<file path="config.mk">
export PLATFORM = sky130hd
export DESIGN_NAME = ctc_top
export DESIGN_NICKNAME = d
export VERILOG_FILES = /design/src/ctc_pkg.sv /design/src/ctc_top.sv
export SDC_FILE = /design/constraint.sdc
export NUM_CORES = 1
export LEC_CHECK = 0
export BUFFER_PORTS_ARGS = -buffer_cell sky130_fd_sc_hd__buf_2
export CORE_ASPECT_RATIO = 1.75
export CORE_MARGIN = 2
export CORE_UTILIZATION = 45
export CTS_BUF_LIST = sky130_fd_sc_hd__clkbuf_8
export DETAILED_ROUTE_END_ITERATION = 8
export GPL_TIMING_DRIVEN = 0
export PLACE_DENSITY = 0.61
export SLEW_MARGIN = 10
export SYNTH_ARGS = -nofsm -noshare
export SYNTH_HDL_FRONTEND = slang
export SYNTH_SLANG_ARGS = --single-unit
</file>
<file path="constraint.sdc">
create_clock -name clk -period 78.6 [get_ports clk]
set_clock_uncertainty 0.05 [all_clocks]
set_input_delay 15.72 -clock clk [delete_from_list [all_inputs] [get_ports clk]]
set_output_delay 15.72 -clock clk [all_outputs]
set_load 0.005 [all_outputs]
</file>
<file path="src/ctc_pkg.sv">
package ctc_pkg;

   // ---------------------------------------------------------------
   // Timing
   // ---------------------------------------------------------------
   localparam int unsigned CLK_NS = 8;
   localparam int unsigned TICK_NS = 1000000;
   localparam int unsigned TICK_CYC = (TICK_NS + CLK_NS - 1) / CLK_NS;
   localparam logic [15:0] DEB_MS = 16'h0014;
   localparam logic [15:0] HOLD_MIN_MS = 16'h07D0;
   localparam logic [15:0] HOLD_MAX_MS = 16'h2328;
   localparam logic [15:0] HOLD_LONG_MS = 16'h2710;
   localparam logic [15:0] BLANK_MS = 16'h01F4;
   localparam logic [15:0] FAIL_MS = 16'h03E8;
   localparam logic [15:0] FLASH_HALF_MS = 16'h0032;
   localparam logic [15:0] ACK_MS = 16'h0064;
   localparam logic [15:0] IOL_PERIOD_MS = 16'h03E8;
   localparam logic [15:0] IOL_GAP_MS = 16'h0032;

   // ---------------------------------------------------------------
   // Register map
   // ---------------------------------------------------------------
   localparam logic [7:0] OFS_CTRL = 8'h00;
   localparam logic [7:0] OFS_RESERVE = 8'h04;
   localparam logic [7:0] OFS_THRESH = 8'h08;
   localparam logic [7:0] OFS_STATUS = 8'h0C;
   localparam logic [7:0] OFS_IRQ_STAT = 8'h10;
   localparam logic [7:0] OFS_IRQ_MASK = 8'h14;
   localparam logic [7:0] OFS_MON = 8'h18;
   localparam logic [7:0] OFS_RANGE = 8'h1C;

   localparam int unsigned CTRL_IOL = 0;
   localparam int unsigned CTRL_INV = 1;
   localparam int unsigned CTRL_LOCK = 2;
   localparam int unsigned CTRL_TFULL = 4;
   localparam int unsigned CTRL_TEMPTY = 5;
   localparam int unsigned CTRL_FRST = 6;

   localparam int unsigned IRQ_OK = 0;
   localparam int unsigned IRQ_FAIL = 1;
   localparam int unsigned IRQ_VMON = 2;
   localparam int unsigned IRQ_TMON = 3;
   localparam int unsigned IRQ_PRESS = 4;
   localparam int unsigned IRQ_W = 5;

   // ---------------------------------------------------------------
   // Reset values and limits
   // ---------------------------------------------------------------
   localparam logic [7:0] RESERVE_RST = 8'h14;
   localparam logic [15:0] FACT_TH = 16'h0800;
   localparam logic [15:0] RANGE_MIN_RST = 16'h0040;
   localparam logic [15:0] RANGE_MAX_RST = 16'hF000;
   localparam logic [11:0] VMON_MIN = 12'h200;
   localparam logic [11:0] VMON_MAX = 12'hE00;
   localparam logic [11:0] TMON_MAX = 12'hC00;
   localparam logic [31:0] PCT_DIV = 32'h0000_0064;

   // ---------------------------------------------------------------
   // Types
   // ---------------------------------------------------------------
   typedef struct packed {
      logic green;
      logic yellow;
   } ctc_led_t;

   typedef struct packed {
      logic psel;
      logic penable;
      logic pwrite;
      logic [7:0] paddr;
      logic [31:0] pwdata;
   } ctc_apb_req_t;

   typedef struct packed {
      logic [31:0] prdata;
      logic pready;
      logic pslverr;
   } ctc_apb_rsp_t;

   typedef enum logic [2:0] {
      ACT_NONE, ACT_FULL, ACT_EMPTY, ACT_INVERT, ACT_FACTORY, ACT_FAIL
   } ctc_act_t;

   typedef enum logic [1:0] {LS_RUN, LS_BLANK, LS_FAIL} ctc_led_st_t;

endpackage : ctc_pkg

</file>
<file path="src/ctc_top.sv">
// Functional notes
// - Full teach: threshold below captured capacitance
// - Empty teach: threshold above captured capacitance
// - Both taught: threshold midway between captures
// - Full and empty teach, any gap between
// - Safety reserve automatic, settable over IO-Link
// - Yellow actuated, green idle, press flash
// - Successful teach blanks LED half second
// - Failed teach flashes green one second
// - Return to normal after teach automatically
// - IO-Link mode: green with short gaps
// - Factory state: normally open, nominal distance
// - Configure via IO-Link, button, teach wire
// - One line: IO-Link or switching output
// - Supply voltage and temperature monitored internally
// - Out-of-range threshold rejected, settings kept
// - Reserve twenty percent below or above
// - Over ten seconds: invert or factory reset
//
// Design decisions made here: the APB slave port and the address map.
`timescale 1ns/10ps
`default_nettype none

module ctc_top #(
   parameter int unsigned TICK_CYCLES = ctc_pkg::TICK_CYC,
   parameter int unsigned CW = 16
) (
   // Clock and reset
   input wire logic clk,
   input wire logic rst,
   // APB slave
   input wire ctc_pkg::ctc_apb_req_t apb_req,
   output ctc_pkg::ctc_apb_rsp_t apb_rsp,
   // Measurement and monitors
   input wire logic [CW-1:0] cap_value,
   input wire logic [11:0] vmon_value,
   input wire logic [11:0] tmon_value,
   // Local controls (asynchronous pins)
   input wire logic button_full,
   input wire logic button_empty,
   input wire logic wire_at_supply,
   input wire logic wire_at_ground,
   // IO-Link transceiver side
   input wire logic iol_tx_data,
   input wire logic iol_tx_en,
   output logic iol_rx_data,
   // Shared output line
   input wire logic line_i,
   output logic line_o,
   output logic line_oe,
   // Indicator and interrupt
   output ctc_pkg::ctc_led_t led,
   output logic irq
);
   import ctc_pkg::*;

   // ---------------------------------------------------------------
   // Millisecond tick
   // ---------------------------------------------------------------
   logic [31:0] div_q;
   logic tick;
   assign tick = (div_q == TICK_CYCLES - 1);
   always_ff @(posedge clk) begin
      if (rst || tick) begin
         div_q <= '0;
      end else begin
         div_q <= div_q + 32'h0000_0001;
      end
   end

   // ---------------------------------------------------------------
   // Pin synchronisers
   // ---------------------------------------------------------------
   logic [4:0] sync1_q, sync2_q;
   always_ff @(posedge clk) begin
      if (rst) begin
         sync1_q <= '0;
         sync2_q <= '0;
      end else begin
         sync1_q <= {line_i, wire_at_ground, button_empty,
                     wire_at_supply, button_full};
         sync2_q <= sync1_q;
      end
   end

   // ---------------------------------------------------------------
   // Debounce and hold timing, channel 0 full, channel 1 empty
   // ---------------------------------------------------------------
   logic [1:0] raw, deb_q, press;
   logic [15:0] stab_q [2];
   logic [15:0] hold_q [2];
   ctc_act_t local_act;
   logic lock_q;
   assign raw[0] = (sync2_q[0] | sync2_q[1]) & ~lock_q;
   assign raw[1] = (sync2_q[2] | sync2_q[3]) & ~lock_q;
   assign press = raw & ~deb_q & {2{tick}} &
                  {stab_q[1] >= DEB_MS - 16'h0001,
                   stab_q[0] >= DEB_MS - 16'h0001};

   always_ff @(posedge clk) begin
      if (rst) begin
         deb_q <= '0;
         for (int c = 0; c < 2; c++) begin
            stab_q[c] <= '0;
            hold_q[c] <= '0;
         end
      end else if (tick) begin
         for (int c = 0; c < 2; c++) begin
            if (raw[c] == deb_q[c]) begin
               stab_q[c] <= '0;
            end else if (stab_q[c] >= DEB_MS - 16'h0001) begin
               stab_q[c] <= '0;
               deb_q[c] <= raw[c];
            end else begin
               stab_q[c] <= stab_q[c] + 16'h0001;
            end
            if (!deb_q[c]) begin
               hold_q[c] <= '0;
            end else if (hold_q[c] != 16'hFFFF) begin
               hold_q[c] <= hold_q[c] + 16'h0001;
            end
         end
      end
   end

   // Decoded on release only
   always_comb begin
      local_act = ACT_NONE;
      for (int c = 0; c < 2; c++) begin
         if (tick && deb_q[c] && !raw[c] &&
             stab_q[c] >= DEB_MS - 16'h0001) begin
            if (hold_q[c] > HOLD_LONG_MS) begin
               local_act = (c == 0) ? ACT_INVERT : ACT_FACTORY;
            end else if (hold_q[c] >= HOLD_MIN_MS &&
                         hold_q[c] <= HOLD_MAX_MS) begin
               local_act = (c == 0) ? ACT_FULL : ACT_EMPTY;
            end else begin
               local_act = ACT_FAIL;
            end
         end
      end
   end

   // ---------------------------------------------------------------
   // APB decode
   // ---------------------------------------------------------------
   logic wr_en, rd_setup;
   assign wr_en = apb_req.psel & apb_req.penable & apb_req.pwrite &
                  apb_rsp.pready;
   assign rd_setup = apb_req.psel & ~apb_req.penable;

   function automatic logic hit(input logic [7:0] a, input logic [7:0] o);
      hit = (a == o);
   endfunction : hit

   // ---------------------------------------------------------------
   // Action selection and threshold computation
   // ---------------------------------------------------------------
   ctc_act_t act;
   logic iol_q, inv_q;
   logic [7:0] reserve_q;
   logic [15:0] rmin_q, rmax_q;
   logic [CW-1:0] th_q, fcap_q, ecap_q;
   logic fval_q, eval_q;
   logic [31:0] new_th;
   logic th_ok;

   always_comb begin
      act = local_act;
      if (wr_en && hit(apb_req.paddr, OFS_CTRL)) begin
         if (apb_req.pwdata[CTRL_FRST]) begin
            act = ACT_FACTORY;
         end else if (apb_req.pwdata[CTRL_TFULL]) begin
            act = ACT_FULL;
         end else if (apb_req.pwdata[CTRL_TEMPTY]) begin
            act = ACT_EMPTY;
         end
      end
   end

   function automatic logic [31:0] pct(input logic [CW-1:0] c,
                                       input logic [7:0] r);
      pct = (32'(c) * 32'(r)) / PCT_DIV;
   endfunction : pct

   always_comb begin
      new_th = 32'(th_q);
      if (act == ACT_FULL) begin
         if (eval_q) begin
            new_th = (32'(cap_value) + 32'(ecap_q)) >> 1;
         end else if (pct(cap_value, reserve_q) > 32'(cap_value)) begin
            new_th = '0;
         end else begin
            new_th = 32'(cap_value) - pct(cap_value, reserve_q);
         end
      end else if (act == ACT_EMPTY) begin
         if (fval_q) begin
            new_th = (32'(fcap_q) + 32'(cap_value)) >> 1;
         end else begin
            new_th = 32'(cap_value) + pct(cap_value, reserve_q);
         end
      end
      th_ok = (new_th >= 32'(rmin_q)) && (new_th <= 32'(rmax_q));
   end

   // ---------------------------------------------------------------
   // Configuration registers
   // ---------------------------------------------------------------
   logic teach_ok_ev, teach_fail_ev;
   assign teach_ok_ev = (act == ACT_INVERT) || (act == ACT_FACTORY) ||
                        (((act == ACT_FULL) || (act == ACT_EMPTY)) && th_ok);
   assign teach_fail_ev = (act == ACT_FAIL) ||
                          (((act == ACT_FULL) || (act == ACT_EMPTY)) && !th_ok);

   always_ff @(posedge clk) begin
      if (rst || act == ACT_FACTORY) begin
         th_q <= CW'(FACT_TH);
         inv_q <= 1'b0;
         fval_q <= 1'b0;
         eval_q <= 1'b0;
         fcap_q <= '0;
         ecap_q <= '0;
         if (rst) begin
            iol_q <= 1'b0;
            lock_q <= 1'b0;
            reserve_q <= RESERVE_RST;
            rmin_q <= RANGE_MIN_RST;
            rmax_q <= RANGE_MAX_RST;
         end
      end else begin
         if (act == ACT_INVERT) begin
            inv_q <= ~inv_q;
         end
         if (act == ACT_FULL && th_ok) begin
            th_q <= new_th[CW-1:0];
            fcap_q <= cap_value;
            fval_q <= 1'b1;
         end
         if (act == ACT_EMPTY && th_ok) begin
            th_q <= new_th[CW-1:0];
            ecap_q <= cap_value;
            eval_q <= 1'b1;
         end
         if (wr_en && hit(apb_req.paddr, OFS_CTRL)) begin
            iol_q <= apb_req.pwdata[CTRL_IOL];
            lock_q <= apb_req.pwdata[CTRL_LOCK];
            if (act == ACT_NONE) begin
               inv_q <= apb_req.pwdata[CTRL_INV];
            end
         end else if (wr_en && hit(apb_req.paddr, OFS_RESERVE)) begin
            reserve_q <= apb_req.pwdata[7:0];
         end else if (wr_en && hit(apb_req.paddr, OFS_RANGE)) begin
            rmin_q <= apb_req.pwdata[15:0];
            rmax_q <= apb_req.pwdata[31:16];
         end
      end
   end

   // ---------------------------------------------------------------
   // Switching and shared line
   // ---------------------------------------------------------------
   logic actuated_q;
   always_ff @(posedge clk) begin
      if (rst) begin
         actuated_q <= 1'b0;
         line_o <= 1'b0;
         line_oe <= 1'b0;
         iol_rx_data <= 1'b0;
      end else begin
         actuated_q <= (cap_value >= th_q);
         iol_rx_data <= sync2_q[4];
         if (iol_q) begin
            line_o <= iol_tx_data;
            line_oe <= iol_tx_en;
         end else begin
            line_o <= actuated_q ^ inv_q;
            line_oe <= 1'b1;
         end
      end
   end

   // ---------------------------------------------------------------
   // Indicator sequencing
   // ---------------------------------------------------------------
   ctc_led_st_t ls_q;
   logic [15:0] lt_q, ack_q, iolc_q;
   always_ff @(posedge clk) begin
      if (rst) begin
         ls_q <= LS_RUN;
         lt_q <= '0;
      end else if (teach_ok_ev) begin
         ls_q <= LS_BLANK;
         lt_q <= '0;
      end else if (teach_fail_ev) begin
         ls_q <= LS_FAIL;
         lt_q <= '0;
      end else if (tick) begin
         lt_q <= lt_q + 16'h0001;
         case (ls_q)
            LS_BLANK: begin
               if (lt_q >= BLANK_MS - 16'h0001) begin
                  ls_q <= LS_RUN;
               end
            end
            LS_FAIL: begin
               if (lt_q >= FAIL_MS - 16'h0001) begin
                  ls_q <= LS_RUN;
               end
            end
            default: begin
               lt_q <= '0;
            end
         endcase
      end
   end

   always_ff @(posedge clk) begin
      if (rst) begin
         ack_q <= '0;
         iolc_q <= '0;
      end else begin
         if (|press) begin
            ack_q <= ACK_MS;
         end else if (tick && ack_q != 16'h0000) begin
            ack_q <= ack_q - 16'h0001;
         end
         if (tick) begin
            iolc_q <= (iolc_q >= IOL_PERIOD_MS - 16'h0001) ? 16'h0000 :
                      iolc_q + 16'h0001;
         end
      end
   end

   always_ff @(posedge clk) begin
      if (rst) begin
         led <= '0;
      end else begin
         case (ls_q)
            LS_BLANK: begin
               led <= '0;
            end
            LS_FAIL: begin
               led.yellow <= 1'b0;
               led.green <= ((lt_q / FLASH_HALF_MS) & 16'h0001) == 16'h0000;
            end
            default: begin
               if (ack_q != 16'h0000) begin
                  led <= '{green: 1'b1, yellow: 1'b1};
               end else if (iol_q) begin
                  led.yellow <= 1'b0;
                  led.green <= (iolc_q >= IOL_GAP_MS);
               end else begin
                  led.yellow <= actuated_q;
                  led.green <= ~actuated_q;
               end
            end
         endcase
      end
   end

   // ---------------------------------------------------------------
   // Interrupt status, write one to clear, set wins
   // ---------------------------------------------------------------
   logic [IRQ_W-1:0] ist_q, imask_q, iev, iclr;
   assign iev[IRQ_OK] = teach_ok_ev;
   assign iev[IRQ_FAIL] = teach_fail_ev;
   assign iev[IRQ_VMON] = (vmon_value < VMON_MIN) ||
                          (vmon_value > VMON_MAX);
   assign iev[IRQ_TMON] = (tmon_value > TMON_MAX);
   assign iev[IRQ_PRESS] = |press;
   assign iclr = (wr_en && hit(apb_req.paddr, OFS_IRQ_STAT)) ?
                 apb_req.pwdata[IRQ_W-1:0] : '0;

   always_ff @(posedge clk) begin
      if (rst) begin
         ist_q <= '0;
         imask_q <= '0;
         irq <= 1'b0;
      end else begin
         ist_q <= (ist_q & ~iclr) | iev;
         if (wr_en && hit(apb_req.paddr, OFS_IRQ_MASK)) begin
            imask_q <= apb_req.pwdata[IRQ_W-1:0];
         end
         irq <= |(ist_q & imask_q);
      end
   end

   // ---------------------------------------------------------------
   // APB response, one access cycle, data from setup cycle
   // ---------------------------------------------------------------
   always_ff @(posedge clk) begin
      if (rst) begin
         apb_rsp <= '0;
      end else begin
         apb_rsp.pready <= rd_setup;
         apb_rsp.pslverr <= 1'b0;
         apb_rsp.prdata <= '0;
         if (rd_setup) begin
            if (hit(apb_req.paddr, OFS_CTRL)) begin
               apb_rsp.prdata <= {29'h0, lock_q, inv_q, iol_q};
            end else if (hit(apb_req.paddr, OFS_RESERVE)) begin
               apb_rsp.prdata <= {24'h0, reserve_q};
            end else if (hit(apb_req.paddr, OFS_THRESH)) begin
               apb_rsp.prdata <= 32'(th_q);
            end else if (hit(apb_req.paddr, OFS_STATUS)) begin
               apb_rsp.prdata <= {26'h0, ls_q, deb_q, actuated_q,
                                  fval_q & eval_q};
            end else if (hit(apb_req.paddr, OFS_IRQ_STAT)) begin
               apb_rsp.prdata <= 32'(ist_q);
            end else if (hit(apb_req.paddr, OFS_IRQ_MASK)) begin
               apb_rsp.prdata <= 32'(imask_q);
            end else if (hit(apb_req.paddr, OFS_MON)) begin
               apb_rsp.prdata <= {4'h0, tmon_value, 4'h0, vmon_value};
            end else if (hit(apb_req.paddr, OFS_RANGE)) begin
               apb_rsp.prdata <= {rmax_q, rmin_q};
            end else begin
               apb_rsp.pslverr <= 1'b1;
            end
         end
      end
   end

endmodule : ctc_top

`default_nettype wire

</file>
==> Word level (Yosys, flattened, before mapping) <==
Memories as Yosys holds them, arrays and structs flattened.
Cells that the tools add are included.
W data, S select, Z words.
{ "word_totals": {"word_cells": 319, "n_memories": 2, "out_inout_bits": 40, "mem_bits_rw": 64, "input_bits": 92, "register_bits": 238} }
{ "classes": {"mux": 122, "bitwise": 36, "n_addsub": 12, "n_mul": 1, "reduce_logical": 61, "n_div": 2, "n_eq_ne": 26, "order_cmp": 19} }
{ "mem_list": {"columns": ["name", "depth", "word_bits", "read_ports", "rd_ports_with_merged_regs", "wr", "line", "source"], "rows": [
  ["hold_q", 2, 16, 2, 0, 2, "ctc_top.sv:91", "logic [15:0] hold_q [2];"],
  ["stab_q", 2, 16, 2, 0, 2, "ctc_top.sv:90", "logic [15:0] stab_q [2];"]
]} }
{ "op_table": {"columns": ["operator", "n"], "rows": [
  ["$mux W16", 28],
  ["$mux W32", 5],
  ["$add A16 B1 Y16 const B", 6],
  ["$mux W1", 60],
  ["$mux W28", 2],
  ["$mux W8", 5],
  ["$add A16 B16 Y17", 2],
  ["$mux W3", 11],
  ["$add A16 B32 Y32", 1],
  ["$add A32 B1 Y32 const B", 1],
  ["$div A24 B7 Y32 const B", 1],
  ["$eq A32 B17 Y1 const B", 1],
  ["$eq A8 B5 Y1 const B", 4],
  ["$ge A16 B10 Y1 const B", 2],
  ["$ge A16 B11 Y1 const B", 2],
  ["$ge A16 B5 Y1 const B", 2],
  ["$ge A32 B16 Y1", 1],
  ["$gt A16 B14 Y1 const B", 2],
  ["$gt A32 B16 Y1", 1],
  ["$le A16 B14 Y1 const B", 2],
  ["$le A32 B16 Y1", 1],
  ["$ne A16 B16 Y1 const B", 2],
  ["$sub A16 B32 Y32", 1],
  ["$gt A12 B12 Y1 const B", 2],
  ["52 further kinds", 134]
]} }

==> Longest topological paths before layout <==
{ "depth": {"ltp_word": 21, "depth_mapped": 118, "ltp_nobuf": 113} }

==> Worst setup path before layout <==
Ideal clock, no wire load.
{ "synth_timing": {"kind": "input-to-reg", "startpoint": "in cap_value[0]", "endpoint": "reg ecap_q[11]", "path_slack_ns": 41.454, "setup_time_ns": 0.128, "path_stages": 109, "arrival_time_ns": 36.969, "required_time_ns": 78.422, "n_path_buf": 4, "path_cell_list": "clkbuf_1 > nand2_1 > fa_1 > fa_1 > inv_1 > fa_1 > inv_1 > fa_1 > inv_1 > ha_1 > a21o_1 > a221o_1 > a31o_4 > a2111o_1 > nand3_2 > nand2_2 > a221o_1 > a211o_1 > [... 73 more ...] > o21ai_0 > nand2b_1 > a21oi_1 > nor2b_1 > o21ai_0 > nand2b_1 > a21oi_1 > nor2b_1 > o21ai_0 > nand2b_1 > a21oi_1 > nor3_1 > o31ai_1 > inv_1 > nand2_1 > clkbuf_1 > mux2i_1 > nor2_1"} }
{ "synth_via": {"elab_chain_cells": 9, "word_cells_on_any_way": 16, "classes_between": "add/sub (4); mul (1); div (1); order compare (3); mux (5); reduce/logical (2)"} }
{ "synth_lines": {"columns": ["element", "line", "source"], "rows": [
  ["from (decl)", "ctc_top.sv:35", "input wire logic [CW-1:0] cap_value,"],
  ["$mul A16 B8 Y24", "ctc_top.sv:183", "pct = (32'(c) * 32'(r)) / PCT_DIV;"],
  ["$div A24 B7 Y32", "ctc_top.sv:183", null],
  ["$add A16 B32 Y32, or another cell as far along", "ctc_top.sv:200", "new_th = 32'(cap_value) + pct(cap_value, reserve_q);"],
  ["$mux W32 (on tied branches)", "ctc_top.sv:197, ctc_top.sv:191", null],
  ["$mux W32 (on tied branches)", "ctc_top.sv:196, ctc_top.sv:189", null],
  ["$mux W32 (*)", "ctc_top.sv:188", "if (act == ACT_FULL) begin"],
  ["named net new_th[1]", "ctc_top.sv:165", "logic [31:0] new_th;"],
  ["$ge A32 B16 Y1 or $le A32 B16 Y1 (tied branches)", "ctc_top.sv:203", "th_ok = (new_th >= 32'(rmin_q)) && (new_th <= 32'(rmax_q));"],
  ["$logic_and A1 B1 Y1 (*)", "ctc_top.sv:203", null],
  ["$logic_and A1 B1 Y1 (*)", "ctc_top.sv:239", "if (act == ACT_EMPTY && th_ok) begin"],
  ["to (signal assigned)", "ctc_top.sv:241", "ecap_q <= cap_value;"],
  ["to (decl)", "ctc_top.sv:163", "logic [CW-1:0] th_q, fcap_q, ecap_q;"]
]} }
The timed path passes the listed nets; every way through them passes the cells marked *.
A chain may end at the register's enable or synchronous reset.

==> Worst setup path after layout <==
{ "layout_timing": {"startpoint": "in cap_value[4]", "endpoint": "reg ecap_q[14]"} }
The elaborated chain is that of the path after synthesis.

==> qor.csv <==
metric,value,unit
post-route core utilization,49.87,%
number of flops mapped to enable cells by yosys,106,
Setup-failing EPs final,0,
multi-input logic area,17550,µm²
clock-pin slew on the worst setup and hold paths,0.07,ns
die height,321.0,µm
Fill cells,5543,
mapped cell area,25840,µm²
synthesis-stage register bit count,302,
CP max-delay cell,nor3_1,
final worst-path setup slack,36.38,ns
first-pass GRT wire length,121000,µm
yosys warns,0,
hold crit path type,reg2reg,
CTS tree,built,
fin. max-slew vios,0,
Placer Congestion,0.9348,
nets@finish,3605,
number of post-CTS setup repair buffers,0,
IO Count,132,
critical path launch point type,input port,
initial drt markers,1360,
Wirelength per Cell,19.09,µm
grt total ovfl,0,
reg2reg start,reserve_q[4]$_SDFFCE_PP1P_,
Worst path max stage delay,0.78,ns
Syn Area/Cell,8.445,µm²
setup total negative slack,0,ns
PostCTS Resize Cnt,0,
num rows,116,
Post-Layout Cell Count,4053,
"commonest non-fill, non-tap cell in the layout",nor2_1,
pin count of the biggest net entering global routing,33,
"commonest non-fill, non-tap cells in the layout","nor2_1 (390), nand2_1 (236), inv_1 (225), dfxtp_1 (196), a21oi_1 (185)",
pre-CTS setup slack,36.13,ns
DRC,0,
crit path from,cap_value[4],
Fin. Hold Viols,0,
total CTS buffers,40,
vias in the first global route,23460,
clock sink count,302,
RSZ-0062 raised after global routing,no,
Clock Latency Late Sink,0.58,ns
Arrival @ worst endpoint,42.62,ns
DIE AREA,59430,µm²
Max Clock Freq,23.68,MHz
Max-Cap Viols,0,
Root Buffer,clkbuf_8,
Crit Path Class,in2reg,
worst slew pin tran,1.085,ns
CP required,78.99,ns
core footprint,57040,µm²
cell count after placement,3978,
Routed WL,77380,µm
final period utilization,53.72,%
via count,23190,
initial antenna violation count,6,
Final min period,42.22,ns
async set or reset register ratio after synthesis,0,%
synth-to-layout area growth,10.07,%
IO Port Bufs,129,
vias per std cell,5.721,
slew margin rel.,27.05,%
Routed Antenna Nets,0,
CTS HTree Levels,2,
Hold Crit Start,sync1_q[0]$_SDFF_PP0_,
detailed-placement wirelength estimate,62600,µm
Yosys cell types,132,
layout cell share with drive strength beyond 1,10.05,%
"Seq/Total Area, Yosys",27.50,%
Storage cell area,7107,µm²
die width,185.1,µm
Max clock buf depth,3,
Post-Synthesis Cells,3060,
crit path capture type,register,
crit path max fanout,10,
first-pass iteration count of the detailed router,7,
hold buffer count at CTS,0,
status,finished clean,
GRT Overall Usage,25.71,%
"Top cell by count, worst path",a21oi_1,
Post-synth top flop,dfxtp_1,
Starting Density,45.30,%
==> path summary, 6_finish.rpt <==
check / end / cells after the start / slack, ns
worst max-delay path: ecap_q[14]$_SDFFE_PP0P_ / 113 / 36.38
worst min-delay path: sync2_q[0]$_SDFF_PP0_ / 1 / 0.39
worst max register to register: ecap_q[14]$_SDFFE_PP0P_ / 112 / 50.92
worst min register to register: sync2_q[0]$_SDFF_PP0_ / 1 / 0.39
==> critical path, delay by kind of cell <==
kind                     cells  cell delay (ns)
XOR/XNOR                     3             0.54
multiplexers                 6             1.64
AO/OA/AOI/OAI               55            13.81
adder cells (fa/ha/maj)      9             3.78
AND/OR/NAND/NOR             26             4.13
buffers and inverters       14             2.86
==> cells in the mapped netlist (all sizes together), types with 11 or more instances <==
cell,count,share of area [%]
nor2,392,5.7
nand2,240,3.5
inv,218,3.2
dfxtp,196,15
a21oi,188,3.7
ha,172,8.3
and2,142,3.4
o21ai,137,2.8
xnor2,115,4.1
edfxtp,106,12
clkbuf,99,1.4
xor2,99,3.4
fa,88,6.8
nor3,64,1.3
nand3,58,1.2
mux2i,53,2.1
nand4,40,0.97
a31oi,39,1.0
and3,38,0.94
a211oi,37,1.2
nor2b,33,0.80
nand2b,29,0.70
o211ai,28,0.85
nor4,27,0.70
a21o,26,0.76
o21bai,26,0.76
or3,26,0.65
o21a,25,0.73
a22oi,23,0.69
a22o,19,0.64
o31ai,19,0.66
or2,17,0.42
buf,16,0.35
a21boi,15,0.45
mux2,15,0.65
o22ai,15,0.46
o311ai,12,0.44
a311oi,11,0.49
==> per-stage QoR <==
step	instance area [µm²]	hold slack (ns)
2_1_floorplan	25920	0.3638
3_3_place_gp	27530	0.3669
3_5_place_dp	27550	0.3766
4_1_cts	28430	0.3943
5_1_grt	28440	0.4075
6_report	28440	0.3903
==> cell families (layout without fill, tap and decap cells) <==
family | count (synthesis) | in the layout | share of synthesized area (%)
AND/OR/NAND/NOR | 1141 | 1141 | 21.57
AO/OA/AOI/OAI | 731 | 731 | 19.90
buffers and inverters | 334 | 535 | 4.977
flip-flops | 302 | 302 | 27.50
adder cells (fa/ha/maj) | 264 | 264 | 15.31
XOR/XNOR | 214 | 214 | 7.529
multiplexers | 73 | 73 | 3.205
other | 1 | 26 | 0.01451
==> cell type report <==
class / instances / area share (%)
Tap cell: 767 / 3.374
Clock buffer: 47 / 2.274
Buffer: 115 / 1.632
Timing Repair Buffer: 130 / 2.296
Sequential cell: 302 / 24.99
Inverter: 219 / 2.894
Clock inverter: 24 / 0.8182
Antenna cell: 4 / 0.03519
Multi-Input combinational cell: 2445 / 61.69
==> layer usage <==
metal	part of all wire [%]	vias up	wire [µm]	track usage, %
met4	6.1	2	4686	14.43
met2	55	581	42730	51.56
met5	0.017	-	13	0
met3	3.0	217	2331	1.846
met1	36	11180	27620	25.30
li1	-	11210	-	-
==> registers in the layout, indices dropped and copies added, names as in the netlist, 32 cells and up <==
name / count
div_q: 32
stab_q: 32
apb_rsp: 34
hold_q: 32
Power is left out: the tool's default activity adds up to more than one toggle a clock period on the data nets, which glitch-free logic cannot reach.
